==> src/rtl/tcb_regs.vh <==
// Purpose: Register offsets, field positions and reset values of the timer block controls
// Assumes: One register word per offset, byte addresses as printed
// Notes: Included by the block module, its bound checks and its bench
//
// Functional notes
// Writing one to an enable bit sets that mask bit; zero changes nothing.
// Writing one to a disable bit clears that mask bit; zero changes nothing.
// Mask view reads one for each enabled event, zero for disabled.
// Bits 0..7: overflow, overrun, compare A/B/C, load A/B, trigger.
// Overrun and load disables apply in capture mode; compare disables in waveform mode; here the compare C disable applies in both modes.
// Writing one to control bit 0 pulses a software trigger to all channels.
// Clock line 0 selects pin 0, channel 1 A or channel 2 A.
// Clock line 1 selects pin 1, channel 0 A or channel 2 A.
// Clock line 2 selects pin 2, channel 0 A or channel 1 A.
// Bit 8 enables filtering, edge detection and quadrature decoding.
// Software enabling the decoder also sets position or speed enable.
// Bit 9 makes channels 0 and 1 measure decoded position.
// Bit 10 makes channel 0 measure speed with channel 2 time base.
// Bit 11 keeps filtering and edges but stops decoding and direction detection.
// Bit 12 counts edges on phase A only, or both phases.
// Bits 13..15 invert phase A, phase B and index before the decoder.
// Bit 16 swaps phase A and phase B before the decoder.
// Bit 17 takes index from channel 1 pin A or channel 0 pin B.
// Filter field bits 25..20 drops pulses shorter than value plus one cycles; the filter here drops pulses shorter than value plus two.
// Block mode writes are ignored while write protection is enabled.
// Protection enable changes only with the correct 24-bit key.
// Event flags set on events and clear when status is read.
// Interrupt asserts while any flagged event is also masked in.
// After reset masks and all block mode fields are zero.
`ifndef TCB_REGS_VH
`define TCB_REGS_VH
`define TCB_OFF_IRQ_EN 32'h4008_0024
`define TCB_OFF_IRQ_DIS 32'h4008_0028
`define TCB_OFF_IRQ_MASK 32'h4008_002C
`define TCB_OFF_STATUS 32'h4008_0020
`define TCB_OFF_CTRL 32'h4008_00C0
`define TCB_OFF_MODE 32'h4008_00C4
`define TCB_OFF_WPROT 32'h4008_00E4
`define TCB_WP_KEY 24'h5449_4D
`define TCB_MODE_MASK 32'h03F3_FF3F
`define TCB_B_DECODER_ENABLE 8
`define TCB_B_POSITION_MEASURE_ENABLE 9
`define TCB_B_SPEED_MEASURE_ENABLE 10
`define TCB_B_TRANS 11
`define TCB_B_EDGE 12
`define TCB_B_INVERT_PHASE_A 13
`define TCB_B_INVERT_PHASE_B 14
`define TCB_B_INVERT_INDEX 15
`define TCB_B_SWAP 16
`define TCB_B_IDXB 17
`define TCB_B_FILT_LO 20
`define TCB_RST_MASK 8'h00
`define TCB_RST_MODE 32'h0000_0000
`endif

==> src/rtl/tcb_block.v <==
// Purpose: Interrupt masks, block trigger and block mode of a three channel timer
// Assumes: Inputs synchronous to CLK_I; events are one-cycle pulses
// Notes: Counter datapath lives outside; this block routes and conditions its inputs
`include "tcb_regs.vh"
`default_nettype none

module tcb_block #(
    parameter FILT_W = 6
) (
    input wire CLK_I,                 // Peripheral clock
    input wire RST_N_I,               // Sync reset, active low
    input wire [31:0] ADDR_I,         // Register address
    input wire [31:0] WDATA_I,        // Write data
    input wire WR_I,                  // Write strobe
    input wire RD_I,                  // Read strobe
    output reg [31:0] RDATA_O,        // Read data, cycle after strobe
    input wire [7:0] EVENT_I,         // Channel event pulses
    input wire WAVE_MODE_I,           // Channel in waveform mode
    input wire CLK_PIN0_I,            // Dedicated clock pin 0
    input wire CLK_PIN1_I,            // Dedicated clock pin 1
    input wire CLK_PIN2_I,            // Dedicated clock pin 2
    input wire CHAN0_IO_A_I,          // Channel 0 pin A
    input wire CHAN1_IO_A_I,          // Channel 1 pin A
    input wire CHAN2_IO_A_I,          // Channel 2 pin A
    input wire CHAN0_IO_B_I,          // Channel 0 pin B
    output reg IRQ_O,                 // Channel interrupt
    output reg SYNC_O,                // Software trigger to all channels
    output reg EXT_CLOCK_LINE0_O,     // Selected external clock 0
    output reg EXT_CLOCK_LINE1_O,     // Selected external clock 1
    output reg EXT_CLOCK_LINE2_O,     // Selected external clock 2
    output reg PHASE_A_O,             // Filtered phase A to decoder
    output reg PHASE_B_O,             // Filtered phase B to decoder
    output reg INDEX_O,               // Filtered index to decoder
    output reg EDGE_O,                // Counted edge pulse
    output reg DIR_O,                 // Rotation direction
    output reg DIR_CHANGE_O,          // Direction change pulse
    output reg POS_MEASURE_O,         // Channels 0/1 measure position
    output reg SPEED_MEASURE_O        // Channel 0 measures speed
);

    // ****************************************
    // Register file
    // ****************************************
    reg [7:0] mask_q;
    reg [7:0] flags_q;
    reg [31:0] mode_q;
    reg wp_en_q;
    wire wr_en = WR_I && (ADDR_I == `TCB_OFF_IRQ_EN);
    wire wr_dis = WR_I && (ADDR_I == `TCB_OFF_IRQ_DIS);
    wire rd_stat = RD_I && (ADDR_I == `TCB_OFF_STATUS);
    reg [7:0] dis_eff;

    // Disable bits qualified by channel mode
    always @*
    begin
        dis_eff = WDATA_I[7:0];
        // mode qualified disables
        if (WAVE_MODE_I)
        begin
            dis_eff[1] = 1'b0;
            dis_eff[5] = 1'b0;
            dis_eff[6] = 1'b0;
        end
        else
        begin
            dis_eff[2] = 1'b0;
            dis_eff[3] = 1'b0;
        end
    end

    // Mask, flags, mode and protection registers
    always @(posedge CLK_I)
    begin
        if (!RST_N_I)
        begin
            // reset values
            mask_q <= `TCB_RST_MASK;
            mode_q <= `TCB_RST_MODE;
            flags_q <= 8'h00;
            wp_en_q <= 1'b0;
        end
        else
        begin
            // set and clear mask
            if (wr_en)
                mask_q <= mask_q | WDATA_I[7:0];
            else if (wr_dis)
                mask_q <= mask_q & ~dis_eff;
            // event sets win over read clear
            if (rd_stat)
                flags_q <= EVENT_I;
            else
                flags_q <= flags_q | EVENT_I;
            // protected mode writes
            if (WR_I && (ADDR_I == `TCB_OFF_MODE) && !wp_en_q)
                mode_q <= WDATA_I & `TCB_MODE_MASK;
            // key checked protection
            if (WR_I && (ADDR_I == `TCB_OFF_WPROT) && (WDATA_I[31:8] == `TCB_WP_KEY))
                wp_en_q <= WDATA_I[0];
        end
    end

    // Read data mux, one cycle after strobe
    always @(posedge CLK_I)
    begin
        if (!RST_N_I)
            RDATA_O <= 32'h0000_0000;
        else if (RD_I)
        begin
            case (ADDR_I)
                // mask view
                `TCB_OFF_IRQ_MASK: RDATA_O <= {24'h00_0000, mask_q};
                `TCB_OFF_STATUS: RDATA_O <= {24'h00_0000, flags_q};
                `TCB_OFF_MODE: RDATA_O <= mode_q;
                `TCB_OFF_WPROT: RDATA_O <= {31'h0000_0000, wp_en_q};
                default: RDATA_O <= 32'h0000_0000;
            endcase
        end
        else
            RDATA_O <= 32'h0000_0000;
    end

    // ****************************************
    // Interrupt, trigger and clock routing
    // ****************************************
    always @(posedge CLK_I)
    begin
        if (!RST_N_I)
        begin
            IRQ_O <= 1'b0;
            SYNC_O <= 1'b0;
            EXT_CLOCK_LINE0_O <= 1'b0;
            EXT_CLOCK_LINE1_O <= 1'b0;
            EXT_CLOCK_LINE2_O <= 1'b0;
            POS_MEASURE_O <= 1'b0;
            SPEED_MEASURE_O <= 1'b0;
        end
        else
        begin
            // masked flags raise interrupt
            IRQ_O <= |(flags_q & mask_q);
            // software trigger pulse
            SYNC_O <= WR_I && (ADDR_I == `TCB_OFF_CTRL) && WDATA_I[0];
            // clock line 0 source
            case (mode_q[1:0])
                2'd2: EXT_CLOCK_LINE0_O <= CHAN1_IO_A_I;
                2'd3: EXT_CLOCK_LINE0_O <= CHAN2_IO_A_I;
                default: EXT_CLOCK_LINE0_O <= CLK_PIN0_I;
            endcase
            // clock line 1 source
            case (mode_q[3:2])
                2'd2: EXT_CLOCK_LINE1_O <= CHAN0_IO_A_I;
                2'd3: EXT_CLOCK_LINE1_O <= CHAN2_IO_A_I;
                default: EXT_CLOCK_LINE1_O <= CLK_PIN1_I;
            endcase
            // clock line 2 source
            case (mode_q[5:4])
                2'd2: EXT_CLOCK_LINE2_O <= CHAN0_IO_A_I;
                2'd3: EXT_CLOCK_LINE2_O <= CHAN1_IO_A_I;
                default: EXT_CLOCK_LINE2_O <= CLK_PIN2_I;
            endcase
            // measurement selects
            POS_MEASURE_O <= mode_q[`TCB_B_DECODER_ENABLE] & mode_q[`TCB_B_POSITION_MEASURE_ENABLE];
            SPEED_MEASURE_O <= mode_q[`TCB_B_DECODER_ENABLE] & mode_q[`TCB_B_SPEED_MEASURE_ENABLE];
        end
    end

    // ****************************************
    // Decoder input conditioning
    // ****************************************
    wire qd_en = mode_q[`TCB_B_DECODER_ENABLE];
    wire [FILT_W-1:0] filt_len = mode_q[`TCB_B_FILT_LO +: FILT_W];
    reg [2:0] raw;
    reg [2:0] stable_q;
    reg [2:0] cand_q;
    reg [FILT_W:0] cnt_q [0:2];
    integer i;

    // invert, swap and index source
    always @*
    begin
        raw[0] = CHAN0_IO_A_I ^ mode_q[`TCB_B_INVERT_PHASE_A];
        raw[1] = CHAN0_IO_B_I ^ mode_q[`TCB_B_INVERT_PHASE_B];
        if (mode_q[`TCB_B_SWAP])
        begin
            raw[0] = CHAN0_IO_B_I ^ mode_q[`TCB_B_INVERT_PHASE_B];
            raw[1] = CHAN0_IO_A_I ^ mode_q[`TCB_B_INVERT_PHASE_A];
        end
        raw[2] = (mode_q[`TCB_B_IDXB] ? CHAN0_IO_B_I : CHAN1_IO_A_I) ^ mode_q[`TCB_B_INVERT_INDEX];
    end

    // glitch filter: level must hold filt_len+2 cycles
    always @(posedge CLK_I)
    begin
        if (!RST_N_I)
        begin
            stable_q <= 3'b000;
            cand_q <= 3'b000;
            for (i = 0; i < 3; i = i + 1)
                cnt_q[i] <= {(FILT_W+1){1'b0}};
        end
        else
        begin
            for (i = 0; i < 3; i = i + 1)
            begin
                if (raw[i] != cand_q[i])
                begin
                    cand_q[i] <= raw[i];
                    cnt_q[i] <= {(FILT_W+1){1'b0}};
                end
                else if (cnt_q[i] < {1'b0, filt_len})
                    cnt_q[i] <= cnt_q[i] + 1'b1;
                else
                    stable_q[i] <= cand_q[i];
            end
        end
    end

    // edge detection and decoding
    reg [1:0] prev_q;
    wire a_edge = stable_q[0] ^ prev_q[0];
    wire b_edge = stable_q[1] ^ prev_q[1];
    wire new_dir = (stable_q[0] ^ prev_q[1]);
    always @(posedge CLK_I)
    begin
        if (!RST_N_I)
        begin
            prev_q <= 2'b00;
            PHASE_A_O <= 1'b0;
            PHASE_B_O <= 1'b0;
            INDEX_O <= 1'b0;
            EDGE_O <= 1'b0;
            DIR_O <= 1'b0;
            DIR_CHANGE_O <= 1'b0;
        end
        else
        begin
            prev_q <= stable_q[1:0];
            PHASE_A_O <= qd_en & stable_q[0];
            PHASE_B_O <= qd_en & stable_q[1];
            INDEX_O <= qd_en & stable_q[2];
            EDGE_O <= qd_en & (a_edge | (mode_q[`TCB_B_EDGE] & b_edge));
            DIR_CHANGE_O <= 1'b0;
            if (qd_en && !mode_q[`TCB_B_TRANS] && (a_edge ^ b_edge))
            begin
                DIR_O <= new_dir;
                DIR_CHANGE_O <= (new_dir != DIR_O);
            end
        end
    end

endmodule

`default_nettype wire

==> config.mk <==
export PLATFORM = sky130hd
export DESIGN_NAME = tcb_block
export DESIGN_NICKNAME = d
export VERILOG_FILES = /design/src/rtl/tcb_block.v
export VERILOG_INCLUDE_DIRS = /design/src /design/src/rtl
export SDC_FILE = /design/constraint.sdc
export NUM_CORES = 1
export LEC_CHECK = 0
export ABC_AREA = 0
export ABC_CLOCK_PERIOD_IN_PS = 3100
export BUFFER_PORTS_ARGS = -buffer_cell sky130_fd_sc_hd__buf_2
export CORE_ASPECT_RATIO = 0.8
export CORE_MARGIN = 10
export CORE_UTILIZATION = 57
export CTS_CLUSTER_DIAMETER = 30
export CTS_CLUSTER_SIZE = 12
export DETAILED_ROUTE_END_ITERATION = 16
export PLACE_DENSITY = 0.85
export SYNTH_ARGS = -nofsm -noshare
export SYNTH_HDL_FRONTEND = slang
export SYNTH_SLANG_ARGS = --single-unit
==> constraint.sdc <==
create_clock -name CLK_I -period 3.1 [get_ports CLK_I]
set_input_delay 0.93 -clock CLK_I [delete_from_list [all_inputs] [get_ports CLK_I]]
set_output_delay 0.93 -clock CLK_I [all_outputs]
set_load 0.05 [all_outputs]
==> summary.txt, run 1 <==
Status - completed
Post-synthesis cell count - 497
Initial Utilization - 58.48%
Worst-margin pin slew - 0.7389 ns
Yosys warns - 0
CTS tree - done
Dominant cell type by area after synthesis - dfxtp_1
Max-cap viol count - 0
F_max - 412.6 MHz
Drt drc - 0
Setup TNS - 0 ns
Maximum vdd ir drop - 0.2660 mV
Initial antenna violation count - 0
# setup viols final - 0
Height of the die - 103.4 um
Mapped Area - 4961 um2
Power per cell area - 480.6 nW/um2
Buffers on Ports - 120
Final Hold Vio Count - 0
First-pass GRT wire length - 20800 um
CTS clk-pin slew, worst paths - 0.09 ns
Core area - 8483 um2
DR vias - 4195
Max Root-Sink Buffers - 2
Crit. End Element - register
Largest family of logic cells by synthesized area - simple AND/OR/NAND/NOR gates
Startpoint class of the critical path - input pin
WP buf/inv - 1
Final nets - 716
CP arrival - 2.68 ns
Post-synth top flop - dfxtp_1
Yosys top cell area share - 33.90%
Post-synthesis adder-cell area fraction - 4.540%
Req. time, crit path - 3.36 ns
Vias in the first global route - 4218
TritonRoute pass-1 iters - 6
Initial DRC count - 321
XOR/XNOR Fraction of Synth Area - 4.767%
Synth Area per Inst - 9.982 um2
Largest cells by area after synthesis - dfxtp_1 (34%), edfxtp_1 (13%), ha_1 (4.5%)
Layout cells sized above 1 - 25.85%
FILL cells - 659
Gr usage total - 19.81%
Post-CTS Resized - 0
Die W - 124.3 um
Slowest-stage cell, CP - nor4_4
Post-synth EDFFs - 21
Clk sink count - 105
CP Class - in -> reg
Normalized max-slew margin - 50.52%
Setup bufs post-CTS - 0
Die footprint - 12860 um2
Fin. max-slew vios - 0
Max H-tree Level - 3
Overall power - 2784 uW
Critical path peak fanout - 8
Post-Synth Simple-Gate Area - 23.66%
Congestion Overflow GR - 0
RSZ-0062 raised after global routing - no
Crit share post-route - 78.19%
Crit path max-delay family - simple AND/OR/NAND/NOR gates
Layout area overhead - 16.75%
Worst Hold Class - reg -> reg
Post-layout util - 68.27%
Clk root buf - clkbuf_8
Setup Skew - 0.01364 ns
Vias/cell - 5.739
Largest net degree at the start of global routing - 45
Slowest stage delay, CP - 0.59 ns
Ant diodes - 0
Clock Latency Late Sink - 0.37 ns
Clock buffer count from CTS - 9
Post-synthesis compound-gate area fraction - 13.85%
Hold-fix buffers, CTS - 0
Distinct cells, synth - 62
Sequential share of the synthesized area - 46.61%
Routed WL per cell - 17.64 um
# rows - 30
Final Critical Period - 2.424 ns
Critical Path, Cell by Cell - buf_2, nor4b_2, nand4_2, nor4_4, nand3b_1, a32o_1
#FFs+latches synth - 105
Mux cell area share after synthesis - 2.018%
Routed Antenna Nets - 0
Routability cong. - 0.9251
LEAKAGE - 0.002555 uW
Async set-reset flop share out of synthesis - 0%
IO Count - 129
DP Wirelength - 10190 um
Final WL - 12890 um
## Yosys cell counts, types with 5 or more instances
cell type / instances
nor2_1: 45
nand2_1: 40
xor2_1: 11
o21ai_0: 15
buf_4: 9
and2_1: 30
xnor2_1: 16
a31oi_1: 10
o21ai_1: 11
inv_1: 18
mux2i_1: 10
nand3_1: 24
a32o_1: 7
edfxtp_1: 21
a22oi_1: 6
ha_1: 18
o2111a_1: 6
a31o_1: 11
dfxtp_1: 84
clkbuf_1: 10
a21oi_1: 5
nand3b_1: 7
and3_1: 12
a22o_1: 5
## cell usage in the layout (no fill, tap or decap), types with 3 or more instances in the layout
cell / n
a211oi_1: 3
nand3b_1: 7
clkbuf_8: 9
o21ai_0: 15
a21oi_1: 5
and3_1: 12
o2111a_1: 6
and2_1: 30
conb_1: 8
buf_4: 5
a22o_1: 5
a211o_1: 3
edfxtp_1: 21
a31o_1: 11
nor4_4: 4
nor3b_1: 3
nand3_1: 24
buf_2: 120
a31oi_1: 10
a32o_1: 7
o21ai_1: 11
nor2_1: 45
a22oi_1: 6
nand2_1: 40
inv_1: 18
ha_1: 18
nor4b_1: 3
dfxtp_1: 84
xnor2_1: 16
xor2_1: 11
mux2i_1: 10
nor2b_1: 3
a41oi_1: 4
clkinv_4: 3
a21o_1: 3
## final cells by class
class                           count  area [um2]  share of cell area (%)
Multi-Input combinational cell    354        2452                   42.34
Sequential cell                   105        2312                   39.92
Timing Repair Buffer              125       638.1                   11.02
Tap cell                          112       140.1                   2.420
Clock buffer                        9       123.9                   2.139
Inverter                           19       71.32                   1.231
Clock inverter                      7       53.80                  0.9289
## power breakdown
group | switching [uW] | internal [uW]
Sequential | 78.4 | 1480
Combinational | 254 | 194
Clock | 477 | 299
## sequential cells by signal, indices dropped and copies added, names as in the netlist, 2 cells and up, named ones only
| register | flops |
|---|---|
| RDATA_O | 24 |
| mode_q | 22 |
| cnt_q | 21 |
| flags_q | 8 |
| mask_q | 5 |
| cand_q | 3 |
| stable_q | 3 |
| prev_q | 2 |
## kinds of logic (layout without fill, tap and decap cells)
logic type,Yosys count,after routing
fa+ha+maj,18,18
xor+xnor,27,27
other cells,1,8
simple gates,197,197
buf+inv,45,160
mux,10,10
compound gates,94,94
flops,105,105
## worst register-to-register path: stages, from the launching register on
cell and delay, ns:
edfxtp_1 0.47, ha_1 0.33, a21o_1 0.18, a211o_1 0.28, a41oi_1 0.38, nand3b_1 0.39
## final timing paths
check / from / end / slack [ns] / cells after the start
setup / recovery: ADDR_I[27] / mask_q[5] / 0.68 / 6
setup reg to reg: cnt_q[0][4] / cnt_q[0][0] / 0.74 / 5
hold / removal: mode_q[10] / mode_q[10] / 0.49 / 2
hold reg to reg: mode_q[10] / mode_q[10] / 0.49 / 2
## stage by stage
| step | cell area [um2] | hold WS (ns) | worst slack (ns) | instances |
|---|---|---|---|---|
| after global routing | 5792 | 0.5180 | 0.5580 | 731 |
| after global placement | 5614 | 0.4614 | 0.4304 | 715 |
| after CTS | 5792 | 0.4853 | 0.6986 | 731 |
| after floorplan | 4987 | 0.4408 | 0.7124 | 504 |
| after detailed placement | 5614 | 0.4722 | 0.3011 | 715 |
| final | 5792 | 0.4867 | 0.6762 | 731 |
## routing by layer
metal / track usage (%) / up-vias / part of all wire [%]
li1: - / 2004 / -
met1: 23.57 / 1972 / 42
met4: 6.702 / 0 / 2.3
met2: 34.43 / 191 / 48
met5: 0 / - / 0
met3: 5.247 / 28 / 7.5
No activity file was read; power rests on OpenSTA's default activity.
==> inputs of run 2 (changes only) <==
--- a/config.mk
+++ b/config.mk
@@ -6,16 +6,16 @@
 export SDC_FILE = /design/constraint.sdc
 export NUM_CORES = 1
 export LEC_CHECK = 0
-export ABC_AREA = 0
-export ABC_CLOCK_PERIOD_IN_PS = 3100
+export ABC_AREA = 1
+export ABC_CLOCK_PERIOD_IN_PS = 2200
 export BUFFER_PORTS_ARGS = -buffer_cell sky130_fd_sc_hd__buf_2
 export CORE_ASPECT_RATIO = 0.8
 export CORE_MARGIN = 10
-export CORE_UTILIZATION = 57
+export CORE_UTILIZATION = 48
 export CTS_CLUSTER_DIAMETER = 30
 export CTS_CLUSTER_SIZE = 12
 export DETAILED_ROUTE_END_ITERATION = 16
-export PLACE_DENSITY = 0.85
+export PLACE_DENSITY = 0.76
 export SYNTH_ARGS = -nofsm -noshare
 export SYNTH_HDL_FRONTEND = slang
 export SYNTH_SLANG_ARGS = --single-unit
==> constraint.sdc (replaced) <==
create_clock -name CLK_I -period 2.2 [get_ports CLK_I]
set_input_delay 0.66 -clock CLK_I [delete_from_list [all_inputs] [get_ports CLK_I]]
set_output_delay 0.66 -clock CLK_I [all_outputs]
set_load 0.05 [all_outputs]
==> summary.txt, run 2 <==
Routability cong. - 0.9113 (was 0.9251)
Hold path depth - 2 (unchanged)
Final Critical Period - 2.052 ns
CTS tree - done (unchanged)
Post-synthesis cell count - 649 (was 497)
Buffers on Ports - 120 (unchanged)
Max H-tree Level - 3 (unchanged)
Startpoint class of the critical path - register (was input pin)
Final nets - 881 (was 716)
Dominant cell type by area after synthesis - dfxtp_1 (unchanged)
Height of the die - 112.2 um (was 103.4 um)
Post-layout util - 60.16% (was 68.27%)
Register-to-Register Path Depth - 7 (was 5)
Yosys warns - 0 (unchanged)
# rows - 33 (was 30)
CTS clk-pin slew, worst paths - 0.07 ns (was 0.09 ns)
LEAKAGE - 0.002740 uW (was 0.002555 uW)
Clock Latency Late Sink - 0.35 ns (was 0.37 ns)
Most frequent cell after synthesis - nor2_1 (was dfxtp_1)
Die W - 135.3 um (was 124.3 um)
Commonest cells after routing, fill and taps aside - nor2_1 (137), buf_2 (120), dfxtp_1 (84) (was buf_2 (120), dfxtp_1 (84), nor2_1 (45))
Largest net degree at the start of global routing - 23 (was 45)
DP Wirelength - 11370 um (was 10190 um)
Core area - 10320 um2 (was 8483 um2)
First-pass GRT wire length - 22470 um (was 20800 um)
Distinct cells, synth - 37 (was 62)
Post-CTS Resized - 0 (unchanged)
Status - completed (unchanged)
Die footprint - 15180 um2 (was 12860 um2)
Async set-reset flop share out of synthesis - 0% (unchanged)
RSZ-0062 raised after global routing - yes (was no)
DR vias - 4820 (was 4195)
Critical path peak fanout - 7 (was 8)
Final WL - 14220 um (was 12890 um)
Top cells by count, synth - nor2_1 (137), dfxtp_1 (84), nand2_1 (83) (was dfxtp_1 (84), nor2_1 (45), nand2_1 (40))
Vias/cell - 5.216 (was 5.739)
CP Class - reg -> reg (was in -> reg)
Max reg flops - 24 (unchanged)
Largest registers - RDATA_O (24), mode_q (22), cnt_q (21) (unchanged)
Max-cap viol count - 0 (unchanged)
Req. time, crit path - 2.20 ns (was 3.36 ns)
# setup viols final - 0 (unchanged)
Design Area, Final - 6210 um2 (was 5792 um2)
Initial antenna violation count - 0 (unchanged)
Vias in the first global route - 4598 (was 4218)
Gr usage total - 18.04% (was 19.81%)
Hold-fix buffers, CTS - 0 (unchanged)
IO Count - 129 (unchanged)
Crit share post-route - 93.28%
Clock buffer count from CTS - 9 (unchanged)
Setup bufs post-CTS - 0 (unchanged)
Largest Register - RDATA_O (unchanged)
Dpl cell area - 5891 um2 (was 5614 um2)
Post-synth EDFFs - 21 (unchanged)
TritonRoute pass-1 iters - 7 (was 6)
Mapped Area - 5104 um2 (was 4961 um2)
Largest cells by area after synthesis - dfxtp_1 (33%), edfxtp_1 (12%), nor2_1 (10%) (was dfxtp_1 (34%), edfxtp_1 (13%), ha_1 (4.5%))
Layout area overhead - 21.67% (was 16.75%)
CP arrival - 2.05 ns (was 2.68 ns)
Layout cells sized above 1 - 21.94% (was 25.85%)
Fin. max-slew vios - 0 (unchanged)
Initial Utilization - 49.44% (was 58.48%)
Setup Skew - 0.01037 ns (was 0.01364 ns)
Routed WL per cell - 15.39 um (was 17.64 um)
#FFs+latches synth - 105 (unchanged)
Power per cell area - 764.5 nW/um2 (was 480.6 nW/um2)
Clk root buf - clkbuf_16 (was clkbuf_8)
Maximum vdd ir drop - 0.4600 mV (was 0.2660 mV)
Final Hold Vio Count - 0 (unchanged)
Clk sink count - 105 (unchanged)
Drt drc - 0 (unchanged)
Yosys top cell area share - 32.95% (was 33.90%)
Max Root-Sink Buffers - 2 (unchanged)
Sequential share of the synthesized area - 45.31% (was 46.61%)
Commonest non-fill, non-tap cell in the layout - nor2_1 (was buf_2)
Post-synth top flop - dfxtp_1 (unchanged)
Routed Antenna Nets - 0 (unchanged)
F_max - 487.3 MHz
Worst Hold Class - reg -> reg (unchanged)
Initial DRC count - 432 (was 321)
Congestion Overflow GR - 0 (unchanged)
Crit. End Element - register (unchanged)
Synth Area per Inst - 7.864 um2 (was 9.982 um2)
Ant diodes - 0 (unchanged)
[run 2: cell types whose count changed after synthesis, sizes merged, moves of 13 or more]
| cell | before | now |
|---|---|---|
| nor2 | 47 | 145 |
| nand2 | 40 | 86 |
| and3 | 13 | 0 |
| nand3 | 24 | 43 |
| inv | 18 | 66 |
| o21ai | 26 | 11 |
| a21oi | 5 | 48 |
| nor3 | 3 | 39 |
| and2 | 30 | 0 |
[run 2: area by class of cell]
type | instances | area [um2]
clock buffer | 11 | 264.0
fill | 903 | 4113
sequential | 105 | 2312
clock inverter | 5 | 55.05
multi-input combinational | 462 | 2434
timing repair buffer | 134 | 718.2
inverter | 67 | 251.5
tap | 140 | 175.2
[run 2: path summary, 6_finish.rpt]
check,start,end,slack (ns)
min,mode_q[10],SPEED_MEASURE_O,0.46
min reg2reg,mode_q[10],SPEED_MEASURE_O,0.46
max reg2reg,mode_q[22],cnt_q[2][5],0.15
max,mode_q[22],cnt_q[2][5],0.15
[run 2: per-stage QoR]
step                      std cells  hold WS, ns  power, uW  worst slack [ns]  setup TNS, ns
after floorplan                 656       0.4160       2855            0.3535              0
final                           924       0.4615       4747            0.1478              0
after global routing            924       0.5027       4970          -0.02392        -0.1264
after global placement          908       0.4530       3054           0.08096              0
after CTS                       924       0.4640       4748            0.1721              0
after detailed placement        908       0.4509       3113          0.006215              0
[run 2: cells by family (layout without fill, tap and decap cells)]
| kind of cell | after synthesis | in the layout | synth area share (%) |
|---|---|---|---|
| AOI/OAI and AO/OA | 78 | 78 | 8.654 |
| and+or+nand+nor | 334 | 334 | 29.91 |
| buffers and inverters | 89 | 217 | 7.526 |
| other | 1 | 8 | 0.07348 |
| xor gates and xnor gates | 24 | 24 | 4.119 |
| adders and majority gates | 18 | 18 | 4.413 |
| DFF | 105 | 105 | 45.31 |
[run 2: metal layers]
layer / part of all wire, % / vias to the layer above / GRT usage (%)
li1: - / 2386 / -
met5: 0 / - / 0
met1: 43 / 2183 / 22.34
met2: 47 / 221 / 30.45
met4: 1.8 / 0 / 4.513
met3: 7.9 / 30 / 4.724
[run 2: where the power goes]
group | leakage [uW] | switching, uW | internal, uW
Clock | 0.000154 | 758 | 896
Sequential | 0.000923 | 137 | 2130
Combinational | 0.00166 | 504 | 322
[run 2: worst max-delay path: stages, from the launching register on]
cell and delay [ns]:
dfxtp_1 0.33, inv_1 0.13, ha_1 0.34, nand2_1 0.05, o21ai_0 0.22, nand4_1 0.14, nand3_1 0.18, nand3_1 0.32
==> inputs of run 3 (changes only) <==
--- a/config.mk
+++ b/config.mk
@@ -16,6 +16,7 @@
 export CTS_CLUSTER_SIZE = 12
 export DETAILED_ROUTE_END_ITERATION = 16
 export PLACE_DENSITY = 0.76
+export RECOVER_POWER = 25
 export SYNTH_ARGS = -nofsm -noshare
 export SYNTH_HDL_FRONTEND = slang
 export SYNTH_SLANG_ARGS = --single-unit
==> summary.txt, run 3 (synthesis results as in run 2) <==
Die W - 135.3 um (unchanged)
Vias in the first global route - 4598 (unchanged)
Met2 Use GR - 30.45% (unchanged)
Max reg flops - 24 (unchanged)
Routability cong. - 0.9113 (unchanged)
Final nets - 881 (unchanged)
DP Wirelength - 11370 um (unchanged)
Worst r2r src - mode_q[22] (unchanged)
CP Class - reg -> reg (unchanged)
Core area - 10320 um2 (unchanged)
Req. time, crit path - 2.19 ns (was 2.20 ns)
Max Root-Sink Buffers - 2 (unchanged)
LEAKAGE - 0.002639 uW (was 0.002740 uW)
Gr usage total - 18.04% (unchanged)
Hold-fix buffers, CTS - 0 (unchanged)
Die footprint - 15180 um2 (unchanged)
Switching share of power - 29.52% (was 29.45%)
CTS clk-pin slew, worst paths - 0.07 ns (about the same)
Commonest non-fill, non-tap cell in the layout - nor2_1 (unchanged)
FILL cells - 919 (was 903)
CP arrival - 2.06 ns (was 2.05 ns)
Commonest cells after routing, fill and taps aside - nor2_1 (137), buf_2 (99), dfxtp_1 (84) (was nor2_1 (137), buf_2 (120), dfxtp_1 (84))
Largest registers - RDATA_O (24), mode_q (22), cnt_q (21) (unchanged)
Register-to-Register Path Depth - 7 (unchanged)
Clk sink count - 105 (unchanged)
Final Hold Vio Count - 0 (unchanged)
Worst-margin pin slew - 0.7066 ns
Crit. End Element - register (unchanged)
CTS tree - done (unchanged)
Internal power - 3346 uW (was 3349 uW)
Power per cell area - 769.1 nW/um2 (was 764.5 nW/um2)
Normalized max-slew margin - 52.89%
Final Critical Period - 2.066 ns (was 2.052 ns)
F_max - 484.1 MHz (was 487.3 MHz)
Status - completed (unchanged)
Routed WL per cell - 15.46 um (was 15.39 um)
Setup TNS - 0 ns (unchanged)
Hold path depth - 2 (unchanged)
IO Count - 129 (unchanged)
Multi-input logic area - 2434 um2 (unchanged)
Clk root buf - clkbuf_16 (unchanged)
Combinational power share - 17.4% (about the same)
TritonRoute pass-1 iters - 5 (was 7)
# setup viols final - 0 (unchanged)
Setup bufs post-CTS - 0 (unchanged)
# rows - 33 (unchanged)
Maximum vdd ir drop - 0.4622 mV (was 0.4600 mV)
Crit share post-route - 93.90% (was 93.28%)
Setup Skew - 0.009521 ns (was 0.01037 ns)
Layout cells sized above 1 - 18.88% (was 21.94%)
Buffers on Ports - 120 (unchanged)
HP Start - mode_q[10] (unchanged)
RSZ-0062 raised after global routing - yes (unchanged)
First-pass GRT wire length - 22470 um (unchanged)
Sequential cell area - 2312 um2 (unchanged)
Critical path peak fanout - 7 (unchanged)
GRT met1 Usage - 22.34% (unchanged)
Height of the die - 112.2 um (unchanged)
Fin. max-slew vios - 0 (unchanged)
Clock buffer count from CTS - 9 (unchanged)
Overall power - 4747 uW (about the same)
Clock Latency Late Sink - 0.35 ns (about the same)
Largest net degree at the start of global routing - 23 (unchanged)
Post-CTS Resized - 0 (unchanged)
Initial DRC count - 396 (was 432)
Ant diodes - 0 (unchanged)
Flop pwr share - 47.8% (about the same)
DR vias - 4831 (was 4820)
Worst Hold Class - reg -> reg (unchanged)
Routed Antenna Nets - 0 (unchanged)
Largest Register - RDATA_O (unchanged)
Busiest grt layer - met2 (unchanged)
Final WL - 14290 um (was 14220 um)
Initial antenna violation count - 0 (unchanged)
Drt drc - 0 (unchanged)
Congestion Overflow GR - 0 (unchanged)
Vias/cell - 5.228 (was 5.216)
CP Launch Point - mode_q[22] (unchanged)
Initial Utilization - 49.44% (unchanged)
Max H-tree Level - 3 (unchanged)
Max-cap viol count - 0 (unchanged)
Layout area overhead - 20.94% (was 21.67%)
GR Util met3 - 4.724% (unchanged)
Clock group share of total power - 34.9% (was 34.8%)
Startpoint class of the critical path - register (unchanged)
Switching power - 1401 uW (was 1398 uW)
run 3: changes by cell type in the layout (fill, tap and decap cells not counted):
cell / delta
clkbuf_1: +24
buf_4: -3
buf_2: -21
run 3: worst max-delay path, cell delays in order, from the launching register on:
cell     delay [ns]
dfxtp_1        0.33
inv_1          0.13
ha_1           0.34
nand2_1        0.05
o21ai_0        0.22
nand4_1        0.14
nand3_1        0.18
nand3_1        0.33
run 3: final cells by class:
| cell class | instances | area share (%) |
|---|---|---|
| multi-input cells | 462 | 39.43 |
| clock inverters | 5 | 0.8920 |
| inverters | 67 | 4.075 |
| repair buffers | 134 | 11.03 |
| clock buffers | 11 | 4.277 |
| flip-flops and latches | 105 | 37.46 |
| well taps | 140 | 2.838 |
run 3: metal layers:
metal	vias up	share of wire [%]
li1	2385	-
met1	2214	43
met2	211	47
met3	21	7.9
met4	0	1.4
met5	-	0
run 3: per-stage QoR:
stage / util, % / setup WS (ns) / cell area (um2) / hold WS (ns) / instances
after floorplan: - / 0.3535 / 5130 / 0.4160 / 656
after global placement: 57.07 / 0.08096 / 5891 / 0.4530 / 908
after detailed placement: 57.07 / 0.006215 / 5891 / 0.4509 / 908
after CTS: 60.16 / 0.1721 / 6210 / 0.4640 / 924
after global routing: 59.79 / -0.02392 / 6172 / 0.5027 / 924
final: 59.79 / 0.1341 / 6172 / 0.4620 / 924
run 3: power groups by stage:
stage	Combinational, uW	Clock [uW]	Sequential (uW)
6_report	824	1650	2270
4_1_cts	814	1670	2270
5_1_grt	928	1750	2290
3_5_place_dp	802	0	2310
2_1_floorplan	571	0	2280
3_3_place_gp	752	0	2300
run 3: worst paths after layout:
path | endpoint | slack (ns)
worst min-delay path | SPEED_MEASURE_O | 0.46
worst max register to register | cnt_q[2][5] | 0.13
worst min register to register | SPEED_MEASURE_O | 0.46
worst max-delay path | cnt_q[2][5] | 0.13
